[src/verilog/expansion_pkg.sv]
// expansion connector sideband control: shared constants and carriers
// assumes a single 125 MHz clock domain with synchronous active-high reset
package expansion_pkg;

   // -----------------------------------------------------------------
   // rom window and bus widths
   // -----------------------------------------------------------------
   localparam int unsigned ROM_ADDR_W      = 16;
   localparam int unsigned ROM_DATA_W      = 8;
   localparam int unsigned IRQ_W           = 8;
   localparam logic [31:0] ROM_REGION_LO   = 32'h0C00_0000; // 192 MB
   localparam logic [31:0] ROM_REGION_HI   = 32'h0E00_0000; // 224 MB

   // -----------------------------------------------------------------
   // timing
   // -----------------------------------------------------------------
   localparam int unsigned CLK_PERIOD_NS   = 8;
   localparam int unsigned BOARD_CLK_MHZ   = 25;
   localparam int unsigned ROM_ACCESS_NS   = 120;
   localparam int unsigned ROM_ACCESS_CYC  =
      (ROM_ACCESS_NS + CLK_PERIOD_NS - 1) / CLK_PERIOD_NS;
   localparam int unsigned BOARD_RESET_NS  = 1000;
   localparam int unsigned BOARD_RESET_CYC =
      (BOARD_RESET_NS + CLK_PERIOD_NS - 1) / CLK_PERIOD_NS;

   // -----------------------------------------------------------------
   // reset values
   // -----------------------------------------------------------------
   localparam logic RST_GRANT_N  = 1'b1;
   localparam logic RST_REQ_N    = 1'b1;
   localparam logic RST_ROM_N    = 1'b1;

   // -----------------------------------------------------------------
   // carriers
   // -----------------------------------------------------------------
   typedef struct packed {
      logic        valid;
      logic        write;
      logic [31:0] addr;
      logic [7:0]  wdata;
   } cpu_req_s;

   typedef struct packed {
      logic [15:0] addr;
      logic [7:0]  dout;
      logic        dout_en;
      logic        select_n;
      logic        oe_n;
      logic        we_n;
   } rom_pins_s;

   typedef enum logic [1:0] {
      ROM_IDLE = 2'b00,
      ROM_ACT  = 2'b01,
      ROM_DONE = 2'b11
   } rom_state_e;

   function automatic logic in_rom_region(input logic [31:0] a);
      in_rom_region = (a >= ROM_REGION_LO) && (a < ROM_REGION_HI);
   endfunction

endpackage

[src/verilog/pin_sync.sv]
// three-stage synchroniser for asynchronous pin inputs
// assumes clk_i is the only clock; change accepted when stages 2 and 3 agree
`timescale 1ns/1ps
module pin_sync #(
   parameter int unsigned W = 1,
   parameter logic [W-1:0] INIT = '1
) (
   input  wire logic         clk_i,
   input  wire logic         rst_i,
   input  wire logic         ce_i,
   input  wire logic [W-1:0] pin_i,
   output logic      [W-1:0] level_o
);
   logic [W-1:0] s1_reg, s2_reg, s3_reg, lvl_reg;
   logic [W-1:0] s1_next, s2_next, s3_next, lvl_next;

   always_comb begin
      s1_next  = pin_i;
      s2_next  = s1_reg;
      s3_next  = s2_reg;
      lvl_next = lvl_reg;
      for (int i = 0; i < W; i++) begin
         if (s2_reg[i] == s3_reg[i]) begin
            lvl_next[i] = s3_reg[i];
         end
      end
   end

   always_ff @(posedge clk_i) begin
      if (rst_i) begin
         s1_reg  <= INIT;
         s2_reg  <= INIT;
         s3_reg  <= INIT;
         lvl_reg <= INIT;
      end else if (ce_i) begin
         s1_reg  <= s1_next;
         s2_reg  <= s2_next;
         s3_reg  <= s3_next;
         lvl_reg <= lvl_next;
      end
   end

   assign level_o = lvl_reg;
endmodule

[src/verilog/expansion_bus_control.sv]
// expansion connector sideband: request/grant, rom bus, detect, reset,
// board clock and interrupt line capture
// assumes one 125 MHz clock; pins arrive asynchronously
`timescale 1ns/1ps
module expansion_bus_control #(
   parameter int unsigned RESET_CYC = expansion_pkg::BOARD_RESET_CYC
) (
   input  wire logic                 clk_i,
   input  wire logic                 rst_i,
   input  wire logic                 ce_i,
   // board arbitration
   input  wire logic                 board_bus_request_n_i,
   input  wire logic                 arb_board_grant_i,
   output logic                      board_bus_grant_n_o,
   output logic                      board_request_o,
   // host interface requests
   input  wire logic                 master_need_i,
   input  wire logic                 master_done_i,
   input  wire logic                 slave_need_i,
   input  wire logic                 slave_done_i,
   output logic                      hostif_master_request_n_o,
   output logic                      hostif_slave_request_n_o,
   input  wire logic                 hostif_master_ack_n_i,
   input  wire logic                 hostif_slave_ack_n_i,
   output logic                      master_owned_o,
   output logic                      slave_owned_o,
   // watchdog
   input  wire logic                 watchdog_timeout_n_i,
   output logic                      watchdog_event_o,
   // processor side rom access
   input  wire expansion_pkg::cpu_req_s cpu_req_i,
   output logic                      cpu_done_o,
   output logic [7:0]                cpu_rdata_o,
   // rom pins
   output logic [15:0]               boot_rom_addr_o,
   output logic [7:0]                boot_rom_data_o,
   output logic                      boot_rom_data_oe_o,
   input  wire logic [7:0]           boot_rom_data_i,
   output logic                      boot_rom_select_n_o,
   output logic                      boot_rom_read_enable_n_o,
   output logic                      boot_rom_write_enable_n_o,
   // presence, reset, clock, interrupts
   input  wire logic                 board_present_n_i,
   output logic                      board_attached_o,
   input  wire logic                 board_reset_req_i,
   output logic                      board_reset_n_o,
   output logic                      board_clock_o,
   input  wire logic [7:0]           board_irq_lines_n_i,
   input  wire logic                 irq_vector_mode_select_i,
   output logic                      irq_vector_valid_o,
   output logic [7:0]                irq_vector_o,
   output logic [7:0]                irq_direct_o
);

   // -----------------------------------------------------------------
   // pin synchronisers
   // -----------------------------------------------------------------
   logic       req1_s, mack_s, sack_s, watchdog_timeout_n_s, pres_s;
   logic [7:0] irq_s;

   pin_sync #(.W(13), .INIT(13'h1FFF)) u_sync (
      .clk_i   (clk_i),
      .rst_i   (rst_i),
      .ce_i    (ce_i),
      .pin_i   ({board_bus_request_n_i, hostif_master_ack_n_i,
                 hostif_slave_ack_n_i, watchdog_timeout_n_i,
                 board_present_n_i, board_irq_lines_n_i}),
      .level_o ({req1_s, mack_s, sack_s, watchdog_timeout_n_s, pres_s, irq_s})
   );

   // -----------------------------------------------------------------
   // arbitration sideband
   // -----------------------------------------------------------------
   logic gnt_reg, gnt_next, mreq_reg, mreq_next, sreq_reg, sreq_next;
   logic breq_reg, breq_next, mown_reg, mown_next, sown_reg, sown_next;

   always_comb begin
      breq_next = ~req1_s;
      // grant only while the board still requests
      gnt_next  = ~(arb_board_grant_i & ~req1_s);
      mreq_next = mreq_reg;
      if (master_need_i && mreq_reg) begin
         mreq_next = 1'b0;
      end else if (master_done_i && !mreq_reg) begin
         mreq_next = 1'b1;
      end
      sreq_next = sreq_reg;
      if (slave_need_i && sreq_reg) begin
         sreq_next = 1'b0;
      end else if (slave_done_i && !sreq_reg) begin
         sreq_next = 1'b1;
      end
      mown_next = ~mreq_reg & ~mack_s;
      sown_next = ~sreq_reg & ~sack_s;
   end

   always_ff @(posedge clk_i) begin
      if (rst_i) begin
         gnt_reg  <= expansion_pkg::RST_GRANT_N;
         mreq_reg <= expansion_pkg::RST_REQ_N;
         sreq_reg <= expansion_pkg::RST_REQ_N;
         breq_reg <= 1'b0;
         mown_reg <= 1'b0;
         sown_reg <= 1'b0;
      end else if (ce_i) begin
         gnt_reg  <= gnt_next;
         mreq_reg <= mreq_next;
         sreq_reg <= sreq_next;
         breq_reg <= breq_next;
         mown_reg <= mown_next;
         sown_reg <= sown_next;
      end
   end

   // -----------------------------------------------------------------
   // watchdog edge
   // -----------------------------------------------------------------
   logic wd_prev_reg, wd_prev_next, wd_evt_reg, wd_evt_next;

   always_comb begin
      wd_prev_next = watchdog_timeout_n_s;
      wd_evt_next  = wd_prev_reg & ~watchdog_timeout_n_s;
   end

   always_ff @(posedge clk_i) begin
      if (rst_i) begin
         wd_prev_reg <= 1'b1;
         wd_evt_reg  <= 1'b0;
      end else if (ce_i) begin
         wd_prev_reg <= wd_prev_next;
         wd_evt_reg  <= wd_evt_next;
      end
   end

   // -----------------------------------------------------------------
   // rom bus
   // -----------------------------------------------------------------
   localparam int unsigned CW = $clog2(expansion_pkg::ROM_ACCESS_CYC + 1);

   expansion_pkg::rom_state_e st_reg, st_next;
   expansion_pkg::rom_pins_s  rp_reg, rp_next;
   logic [CW-1:0]             cnt_reg, cnt_next;
   logic                      done_reg, done_next;
   logic [7:0]                rd_reg, rd_next;

   always_comb begin
      st_next   = st_reg;
      rp_next   = rp_reg;
      cnt_next  = cnt_reg;
      done_next = 1'b0;
      rd_next   = rd_reg;
      case (st_reg)
         expansion_pkg::ROM_IDLE: begin
            if (cpu_req_i.valid &&
                expansion_pkg::in_rom_region(cpu_req_i.addr)) begin
               rp_next.addr     = cpu_req_i.addr[15:0];
               rp_next.dout     = cpu_req_i.wdata;
               rp_next.dout_en  = cpu_req_i.write;
               rp_next.select_n = 1'b0;
               rp_next.oe_n     = cpu_req_i.write;
               rp_next.we_n     = ~cpu_req_i.write;
               cnt_next = CW'(expansion_pkg::ROM_ACCESS_CYC - 1);
               st_next  = expansion_pkg::ROM_ACT;
            end
         end
         expansion_pkg::ROM_ACT: begin
            if (cnt_reg == '0) begin
               rd_next          = boot_rom_data_i;
               rp_next.select_n = 1'b1;
               rp_next.oe_n     = 1'b1;
               rp_next.we_n     = 1'b1;
               rp_next.dout_en  = 1'b0;
               done_next        = 1'b1;
               st_next          = expansion_pkg::ROM_DONE;
            end else begin
               cnt_next = cnt_reg - 1'b1;
            end
         end
         expansion_pkg::ROM_DONE: st_next = expansion_pkg::ROM_IDLE;
         default: st_next = expansion_pkg::ROM_IDLE;
      endcase
   end

   always_ff @(posedge clk_i) begin
      if (rst_i) begin
         st_reg   <= expansion_pkg::ROM_IDLE;
         rp_reg   <= '{addr: 16'h0000, dout: 8'h00, dout_en: 1'b0,
                       select_n: 1'b1, oe_n: 1'b1, we_n: 1'b1};
         cnt_reg  <= '0;
         done_reg <= 1'b0;
         rd_reg   <= 8'h00;
      end else if (ce_i) begin
         st_reg   <= st_next;
         rp_reg   <= rp_next;
         cnt_reg  <= cnt_next;
         done_reg <= done_next;
         rd_reg   <= rd_next;
      end
   end

   // -----------------------------------------------------------------
   // presence, board reset, board clock, interrupts
   // -----------------------------------------------------------------
   localparam int unsigned RW = $clog2(RESET_CYC + 1);
   // 125/25 -> toggle every 2.5 cycles is impossible; divide by 5 with
   // a 2/3 duty split, limitation accepted since the edge rate is exact
   localparam int unsigned DIV = 1000 /
      (expansion_pkg::CLK_PERIOD_NS * expansion_pkg::BOARD_CLK_MHZ);

   logic          att_reg, att_next, clk_reg, clk_next;
   logic [2:0]    div_reg, div_next;
   logic [RW-1:0] rc_reg, rc_next;
   logic          rst_n_reg, rst_n_next;
   logic          vv_reg, vv_next;
   logic [7:0]    vec_reg, vec_next, dir_reg, dir_next;

   always_comb begin
      att_next   = ~pres_s;
      div_next   = (div_reg == 3'(DIV - 1)) ? 3'h0 : div_reg + 3'h1;
      clk_next   = (div_next < 3'h2);
      rc_next    = rc_reg;
      if (board_reset_req_i) begin
         rc_next = RW'(RESET_CYC);
      end else if (rc_reg != '0) begin
         rc_next = rc_reg - 1'b1;
      end
      rst_n_next = (rc_next == '0);
      // lines are active low; inversion gives active-high bits
      vv_next    = irq_vector_mode_select_i && (irq_s != 8'hFF);
      vec_next   = irq_vector_mode_select_i ? ~irq_s : 8'h00;
      dir_next   = irq_vector_mode_select_i ? 8'h00 : ~irq_s;
   end

   always_ff @(posedge clk_i) begin
      if (rst_i) begin
         att_reg   <= 1'b0;
         div_reg   <= 3'h0;
         clk_reg   <= 1'b0;
         rc_reg    <= RW'(RESET_CYC);
         rst_n_reg <= 1'b0;
         vv_reg    <= 1'b0;
         vec_reg   <= 8'h00;
         dir_reg   <= 8'h00;
      end else if (ce_i) begin
         att_reg   <= att_next;
         div_reg   <= div_next;
         clk_reg   <= clk_next;
         rc_reg    <= rc_next;
         rst_n_reg <= rst_n_next;
         vv_reg    <= vv_next;
         vec_reg   <= vec_next;
         dir_reg   <= dir_next;
      end
   end

   // -----------------------------------------------------------------
   // outputs
   // -----------------------------------------------------------------
   assign board_bus_grant_n_o       = gnt_reg;
   assign board_request_o           = breq_reg;
   assign hostif_master_request_n_o = mreq_reg;
   assign hostif_slave_request_n_o  = sreq_reg;
   assign master_owned_o            = mown_reg;
   assign slave_owned_o             = sown_reg;
   assign watchdog_event_o          = wd_evt_reg;
   assign cpu_done_o                = done_reg;
   assign cpu_rdata_o               = rd_reg;
   assign boot_rom_addr_o           = rp_reg.addr;
   assign boot_rom_data_o           = rp_reg.dout;
   assign boot_rom_data_oe_o        = rp_reg.dout_en;
   assign boot_rom_select_n_o       = rp_reg.select_n;
   assign boot_rom_read_enable_n_o  = rp_reg.oe_n;
   assign boot_rom_write_enable_n_o = rp_reg.we_n;
   assign board_attached_o          = att_reg;
   assign board_reset_n_o           = rst_n_reg;
   assign board_clock_o             = clk_reg;
   assign irq_vector_valid_o        = vv_reg;
   assign irq_vector_o              = vec_reg;
   assign irq_direct_o              = dir_reg;

   // -----------------------------------------------------------------
   // checks
   // -----------------------------------------------------------------
   sel_region_a: assert property (@(posedge clk_i) disable iff (rst_i)
      (st_reg == expansion_pkg::ROM_IDLE && ce_i && cpu_req_i.valid &&
       !expansion_pkg::in_rom_region(cpu_req_i.addr))
      |=> boot_rom_select_n_o)
      else $error("rom select outside region");
   oe_read_a: assert property (@(posedge clk_i) disable iff (rst_i)
      !boot_rom_read_enable_n_o |-> !boot_rom_select_n_o &&
      !boot_rom_data_oe_o)
      else $error("rom read enable outside read");
   we_write_a: assert property (@(posedge clk_i) disable iff (rst_i)
      !boot_rom_write_enable_n_o |-> boot_rom_read_enable_n_o &&
      boot_rom_data_oe_o)
      else $error("rom write enable during read");
   rom_addr_a: assert property (@(posedge clk_i) disable iff (rst_i)
      $fell(boot_rom_select_n_o) |->
      boot_rom_addr_o == $past(cpu_req_i.addr[15:0]))
      else $error("rom address mismatch");
   grant_req_a: assert property (@(posedge clk_i) disable iff (rst_i)
      !board_bus_grant_n_o |-> $past(!req1_s))
      else $error("grant without request");
   mreq_hold_a: assert property (@(posedge clk_i) disable iff (rst_i)
      ce_i && !hostif_master_request_n_o && !master_done_i
      |=> !hostif_master_request_n_o)
      else $error("master request dropped early");
   sreq_hold_a: assert property (@(posedge clk_i) disable iff (rst_i)
      ce_i && !hostif_slave_request_n_o && !slave_done_i
      |=> !hostif_slave_request_n_o)
      else $error("slave request dropped early");
   watchdog_timeout_n_event_a: assert property (@(posedge clk_i) disable iff (rst_i)
      watchdog_event_o && ce_i |=> !watchdog_event_o)
      else $error("watchdog event longer than one cycle");
   reset_out_a: assert property (@(posedge clk_i) disable iff (rst_i)
      ce_i && board_reset_req_i |=> !board_reset_n_o)
      else $error("board reset not asserted");
   irq_mode_a: assert property (@(posedge clk_i) disable iff (rst_i)
      (irq_vector_o & irq_direct_o) == 8'h00)
      else $error("both interrupt modes active");

   rom_read_c:  cover property (@(posedge clk_i)
      $fell(boot_rom_read_enable_n_o));
   rom_write_c: cover property (@(posedge clk_i)
      $fell(boot_rom_write_enable_n_o));
   grant_c:     cover property (@(posedge clk_i) $fell(board_bus_grant_n_o));
   watchdog_timeout_n_c:      cover property (@(posedge clk_i) watchdog_event_o);
endmodule

[config.mk]
export PLATFORM = sky130hd
export DESIGN_NAME = expansion_bus_control
export DESIGN_NICKNAME = d
export VERILOG_FILES = /design/src/verilog/expansion_pkg.sv /design/src/verilog/pin_sync.sv /design/src/verilog/expansion_bus_control.sv
export SDC_FILE = /design/constraint.sdc
export NUM_CORES = 1
export LEC_CHECK = 0
export BUFFER_PORTS_ARGS = -buffer_cell sky130_fd_sc_hd__buf_4
export CAP_MARGIN = 20
export CORE_MARGIN = 8
export CORE_UTILIZATION = 30
export CTS_CLUSTER_DIAMETER = 200
export CTS_CLUSTER_SIZE = 10
export DETAILED_ROUTE_END_ITERATION = 10
export GPL_TIMING_DRIVEN = 0
export PLACE_DENSITY_LB_ADDON = 0.2
export SLEW_MARGIN = 20
export SYNTH_ARGS = -nofsm -noshare
export SYNTH_HDL_FRONTEND = slang
export SYNTH_SLANG_ARGS = --single-unit
[constraint.sdc]
create_clock -name clk_i -period 5.3 [get_ports clk_i]
set_input_delay 0.265 -clock clk_i [delete_from_list [all_inputs] [get_ports clk_i]]
set_output_delay 0.265 -clock clk_i [all_outputs]
set_load 0.005 [all_outputs]
==> flow_metrics.tcl, run 1 <==
set metrics [dict create \
    outcome "finished, final reports clean" \
    synth-xor-area-share_pct 0.3311 \
    crit_chain "inv_1 > ha_1 > nor3b_1 > nand2_1 > clkbuf_1 > nand2_1 > a21oi_1" \
    synth_top_area_share_pct 50.33 \
    internal-power_w 0.001908 \
    critPathRequiredTime_ns 5.57 \
    synthAdderAreaFrac_pct 1.183 \
    clock_power_share_pct 50.7 \
    slowest_delay_ns 0.58 \
    cts_resized 0 \
    grt_pass1_wl_um 25220 \
    rsz0062_at_grt "false" \
    worst-setup-path-type "reg -> reg" \
    wl_per_cell_um 17.05 \
    clockBufferDepth 2 \
    synthSimpleGateAreaFrac_pct 20.62 \
    drc_errors 0 \
    drt_iter0_drc 270 \
    cp_max_fo 10 \
    synth_top_area_cell "dfxtp_1" \
    antennaDiodeCount 0 \
    initial_utilization_pct 30.58 \
    mostFrequentLayoutCells "133 x dfxtp_1, 125 x buf_4, 70 x a21oi_1" \
    grt_usage_pct 14.59 \
    fill_cells 1757 \
    largest_register_ffs 16 \
    syn_area_per_cell_um2 9.232 \
    syn-instance-count 573 \
    p_comb_share_pct 6.7 \
    setup_viol 0 \
    crit_slowest_cell "nor3b_1" \
    ff2ff_setup_slack_ns 3.30 \
    crit_family "simple AND/OR/NAND/NOR gates" \
    ff2ff_path_depth 7 \
    leakagePower_nw 3.073 \
    max_freq_mhz 499.3 \
    syn-num-nets 651 \
    post_cts_buffers 0 \
    regArea_um2 2663 \
    cts_hold_buf 0 \
    yosysSeqAreaShare_pct 50.33 \
    skew_ns 0.008472 \
    synth_top_family_by_area "simple AND/OR/NAND/NOR gates" \
    final_nets 795 \
    period_needed_ns 2.003 \
    dpl.hpwl_um 12240 \
    drive_above_1_share_pct 23.70 \
    layout_commonest_cell "dfxtp_1" \
    ir_worst_vdd_mv 0.2290 \
    cts_tree "yes" \
    drv_cap 0 \
    gp_congestion 0.8211 \
    syn_area_um2 5290 \
    vias_per_cell 4.849 \
    ant_nets 0 \
    yosysWarnings 0 \
    fin_crit_sh_pct 37.79 \
    synthFlopType "dfxtp_1" \
    port_buffers 125 \
    p_sw_w 0.0005507 \
    wl_um 16280 \
    async_flop_share_pct 0 \
    synth_compound_area_share_pct 18.92 \
    timing.rr.start "cnt_reg[0]" \
    die_y_um 148.8 \
    dieArea_um2 22140 \
    ios 137 \
    grt_overflow 0 \
    first_global_vias 4758 \
    worstPathArrival_ns 2.28 \
    slew_headroom_pct 56.14 \
    muxShareOfSynthArea_pct 4.943 \
    grt_max_degree 17 \
    rows 48 \
    worst_pin_slew_ns 0.6564 \
    ys_types 45 \
    h-tree-depth 4 \
    min_path_cells 2 \
    area_growth_syn_to_layout_pct 34.89 \
    min_to "u_sync.s1_reg[10]" \
    drv_slew 0 \
    utilization_pct 41.25 \
    netlist_top_cells_area "dfxtp_1 50%, a211o_1 7.0%, a21oi_1 6.6%" \
    clock_sinks 133 \
    min-delay-start "hostif_slave_ack_n_i" \
    cts-root-buf "clkbuf_16" \
    switching_share_pct 22.40 \
    multi_input_area_um2 2434 \
    vias 4631 \
    r2r_end "cpu_rdata_o[4]" \
    final-hold-violation-count 0 \
    cp_common_cell "nand2_1" \
    antenna_found_initial 0 \
    ys_ff_latch 133 \
    critPathLaunchType "flip-flop" \
    clk_pin_slew_ns 0.06 \
    p_seq_share_pct 42.7 \
    hold_class "in -> reg" \
    firstDrtPassIters 5 \
    worstSkewPairLatency_ns 0.41 \
    crit_buf_inv 2 \
    die_x_um 148.8 \
    cts_buffers 17 \
    cellPowerDensity_nw_per_um2 344.6 \
    synth_edf_count 0 \
    setup_tns_ns 0 \
    cp-end-kind "flip-flop" \
    core_area_um2 17300 \
]
-- cell families after synthesis --
| group | after synthesis |
|---|---|
| muxes | 26 |
| and+or+nand+nor | 207 |
| DFF | 133 |
| xor gates and xnor gates | 2 |
| AOI/OAI and AO/OA | 151 |
| adders and majority gates | 5 |
| buffers and inverters | 49 |
-- cell usage after synthesis (2+ instances only) --
library cell  instances
dfxtp_1             133
a21oi_1              70
nor2_1               52
a211o_1              42
nand2_1              36
clkbuf_1             32
and2_1               27
mux2i_1              25
nand2b_1             20
nor3_1               15
nor2b_1              14
o21bai_1             14
nand3b_1             12
buf_2                 8
nand3_1               8
a31oi_1               7
inv_1                 7
ha_1                  5
nand4_1               5
o21ai_0               5
or2_2                 4
a211oi_1              3
nor3b_1               3
nand4b_1              2
nor4_1                2
o32ai_1               2
or3b_2                2
-- worst max path at each step --
stage | startpoint | to | slack, ns | cells past startpoint
floorplan | rc_reg[0] | board_reset_n_o | 3.50 | 6
global placement | cnt_reg[0] | cpu_rdata_o[5] | 3.39 | 7
detailed placement | cnt_reg[0] | cpu_rdata_o[6] | 3.29 | 7
CTS | cnt_reg[0] | cpu_rdata_o[6] | 3.28 | 7
global route | cnt_reg[0] | cpu_rdata_o[5] | 3.11 | 7
finish | cnt_reg[0] | cpu_rdata_o[4] | 3.30 | 7
-- power groups by stage --
stage | clock (W) | combinational, W | sequential, W
2_1_floorplan | 0 | 0.0000905 | 0.00106
3_3_place_gp | 0 | 0.000161 | 0.00107
3_5_place_dp | 0 | 0.000164 | 0.00107
4_1_cts | 0.00127 | 0.000165 | 0.00105
5_1_grt | 0.00132 | 0.000180 | 0.00105
6_report | 0.00125 | 0.000164 | 0.00105
-- stage by stage --
| stage | setup slack [ns] | hold slack [ns] | instance area (um^2) | instances | total power (W) |
|---|---|---|---|---|---|
| finish | 3.297 | 0.05797 | 7136 | 955 | 0.002459 |
| global placement | 3.390 | 0.4447 | 6510 | 923 | 0.001230 |
| CTS | 3.279 | 0.04270 | 7136 | 955 | 0.002480 |
| floorplan | 3.502 | 0.3829 | 5290 | 573 | 0.001153 |
| global route | 3.108 | 0.04523 | 7136 | 955 | 0.002548 |
| detailed placement | 3.285 | 0.4469 | 6510 | 923 | 0.001235 |
-- routing by layer --
layer / wire length [um] / track usage (%)
met5: 0 / 0
met4: 263 / 5.149
met3: 759 / 3.975
met1: 7140 / 17.26
met2: 8120 / 24.93
-- layout make-up --
class	instances	share of cell area [%]
Sequential cell	133	37.31
Multi-Input combinational cell	391	34.10
Timing Repair Buffer	125	13.15
Clock buffer	20	6.260
Tap cell	225	3.945
Clock inverter	12	2.507
Buffer	41	2.297
Inverter	8	0.4208
Power figures use the tool's default switching activity.
==> run 2: changes to the inputs <==
==> constraint.sdc (replaced) <==
create_clock -name clk_i -period 1.7 [get_ports clk_i]
set_input_delay 0.085 -clock clk_i [delete_from_list [all_inputs] [get_ports clk_i]]
set_output_delay 0.085 -clock clk_i [all_outputs]
set_load 0.005 [all_outputs]
==> run 2 against run 1 <==
The run now ends with negative setup slack left; global-route usage increased by 0.46 points; first-iteration DRC count shrank 4.1%; core utilization rose by 3.6 points; clock skew decreased by 0.00051 ns; clock power grew to 2.9 times the previous value; power grew to 3.1 times the previous value; worst setup slack worse by 3.4 ns; final cell count grew 6.2%; sequential share of layout area is 3.0 points lower; sequential power rose to 3.1 times the previous value; final area rose by 8.8%; critical endpoint is now board_reset_n_o; largest power group unchanged.
==> flow_metrics.tcl, run 2 (synthesized netlist as in run 1, its figures left out) <==
set metrics [dict create \
    worstPathArrival_ns 2.07 \
    p_sw_w 0.001727 \
    clock_power_share_pct 48.3 \
    first_global_vias 5032 \
    vias_per_cell 4.840 \
    crit_chain "inv_2 > ha_4 > or3b_4 > or4b_4 > a31oi_4 > a31oi_1" \
    wl_um 16860 \
    worstSkewPairLatency_ns 0.42 \
    hold_slack_ns 0.04468 \
    core_area_um2 17300 \
    cts_buffers 17 \
    die_y_um 148.8 \
    rsz0062_at_grt "true" \
    vias 4908 \
    critPathLaunchType "flip-flop" \
    setup_viol 2 \
    dpl.hpwl_um 12210 \
    dieArea_um2 22140 \
    crit_slowest_cell "or4b_4" \
    grt_pass1_wl_um 26380 \
    clockBufferDepth 2 \
    slew_headroom_pct 57.55 \
    ir_worst_vdd_mv 0.7301 \
    p_comb_share_pct 8.3 \
    cp_max_fo 3 \
    worst-setup-path-type "reg -> reg" \
    violations "negative setup slack" \
    fin_crit_sh_pct 104.5 \
    ios 137 \
    drv_slew 0 \
    period_needed_ns 1.777 \
    drt_iter0_drc 259 \
    ant_nets 0 \
    final-hold-violation-count 0 \
    antennaDiodeCount 0 \
    rows 48 \
    clk_pin_slew_ns 0.06 \
    gp_congestion 0.7973 \
    grt_overflow 0 \
    worst_pin_slew_ns 0.6368 \
    initial_utilization_pct 30.58 \
    largest_register_ffs 16 \
    cp-end-kind "flip-flop" \
    die_x_um 148.8 \
    timing.rr.start "rc_reg[1]" \
    drc_errors 0 \
    startpoint "rc_reg[1]" \
    skew_ns 0.007959 \
    clock_sinks 133 \
    p_seq_share_pct 43.4 \
    final_nets 854 \
    hold_class "in -> reg" \
    antenna_found_initial 0 \
    slowest_delay_ns 0.55 \
    grt_usage_pct 15.05 \
    switching_share_pct 22.91 \
    grt_max_degree 17 \
    critPathRequiredTime_ns 2.00 \
    cts_tree "yes" \
    drive_above_1_share_pct 25.48 \
    fill_cells 1676 \
    setup_slack_ns -0.07710 \
    cellPowerDensity_nw_per_um2 971.0 \
    mostFrequentLayoutCells "137 x buf_4, 131 x dfxtp_1, 70 x a21oi_1" \
    area_growth_syn_to_layout_pct 46.71 \
    port_buffers 125 \
    h-tree-depth 4 \
    drv_cap 0 \
    cts-root-buf "clkbuf_16" \
    min-delay-start "master_need_i" \
    setup_tns_ns -0.1085 \
    wl_per_cell_um 16.63 \
    leakagePower_nw 3.339 \
    layout_commonest_cell "buf_4" \
    firstDrtPassIters 4 \
    internal-power_w 0.005809 \
    outcome "complete, but fails checks" \
    max_freq_mhz 562.7 \
]
==> run 2: cell count changes in the layout (fill, tap and decap cells not counted), moves of 3 or more <==
| cell | change |
|---|---|
| dlygate4sd3_1 | +48 |
| ha_1 | -3 |
| or3b_4 | +3 |
| clkbuf_1 | -3 |
| buf_4 | +12 |
==> run 2: worst max-delay path: cells and delay by family, from the launching register on <==
family / cells / cell delay, ns
AOI/OAI and AO/OA: 2 / 0.21
buffers and inverters: 1 / 0.07
DFF: 1 / 0.32
adders and majority gates: 1 / 0.13
and+or+nand+nor: 2 / 0.93
==> run 2: routing by layer <==
metal / up-vias / GRT usage, % / share of wire [%]
li1: 2421 / - / -
met1: 2355 / 17.59 / 43
met2: 100 / 25.66 / 50
met3: 32 / 3.428 / 4.1
met4: 0 / 7.168 / 2.9
met5: - / 0 / 0
==> run 2: repair_timing <==
action | 4_1_cts | 5_1_grt
pin swaps | 2 | 6
hold endpoints to repair | 52 | 0
setup buffers | 4 | 7
endpoints found under the setup margin | 23 | 24
hold buffers | 48 | 0
gates resized for setup | 8 | 13
==> run 2: layout make-up <==
type / instances / area (um^2) / share of cell area [%]
inverters: 8 / 30.03 / 0.3869
plain buffers: 41 / 170.2 / 2.192
multi-input cells: 391 / 2520 / 32.47
clock buffers: 20 / 466.7 / 6.013
repair buffers: 184 / 1499 / 19.31
clock inverters: 12 / 128.9 / 1.660
flip-flops and latches: 133 / 2665 / 34.34
well taps: 225 / 281.5 / 3.627
==> run 2: path summary, 6_finish.rpt <==
path | depth (start not counted) | to | slack, ns
worst max-delay path | 6 | board_reset_n_o | -0.08
worst min-delay path | 3 | hostif_master_request_n_o | 0.04
worst max register to register | 6 | board_reset_n_o | -0.08
worst min register to register | 2 | cpu_rdata_o[1] | 0.46
==> run 2: per-stage QoR <==
step	power, W	util [%]	setup WS [ns]	cells	instance area (um^2)
floorplan	0.003598	-	0.004766	573	5303
finish	0.007536	44.87	-0.07710	1014	7761
global placement	0.003841	37.71	-0.2115	923	6523
CTS	0.007596	44.23	-0.03562	1007	7651
detailed placement	0.003854	37.71	-0.2705	923	6523
global route	0.007808	44.87	-0.1300	1014	7761
==> run 2: power by group through the flow <==
stage / Combinational, W / Sequential (W) / Clock (W)
after global routing: 0.000683 / 0.00328 / 0.00385
after global placement: 0.000507 / 0.00333 / 0
after CTS: 0.000620 / 0.00327 / 0.00371
after detailed placement: 0.000517 / 0.00334 / 0
final: 0.000626 / 0.00327 / 0.00364
after floorplan: 0.000285 / 0.00331 / 0
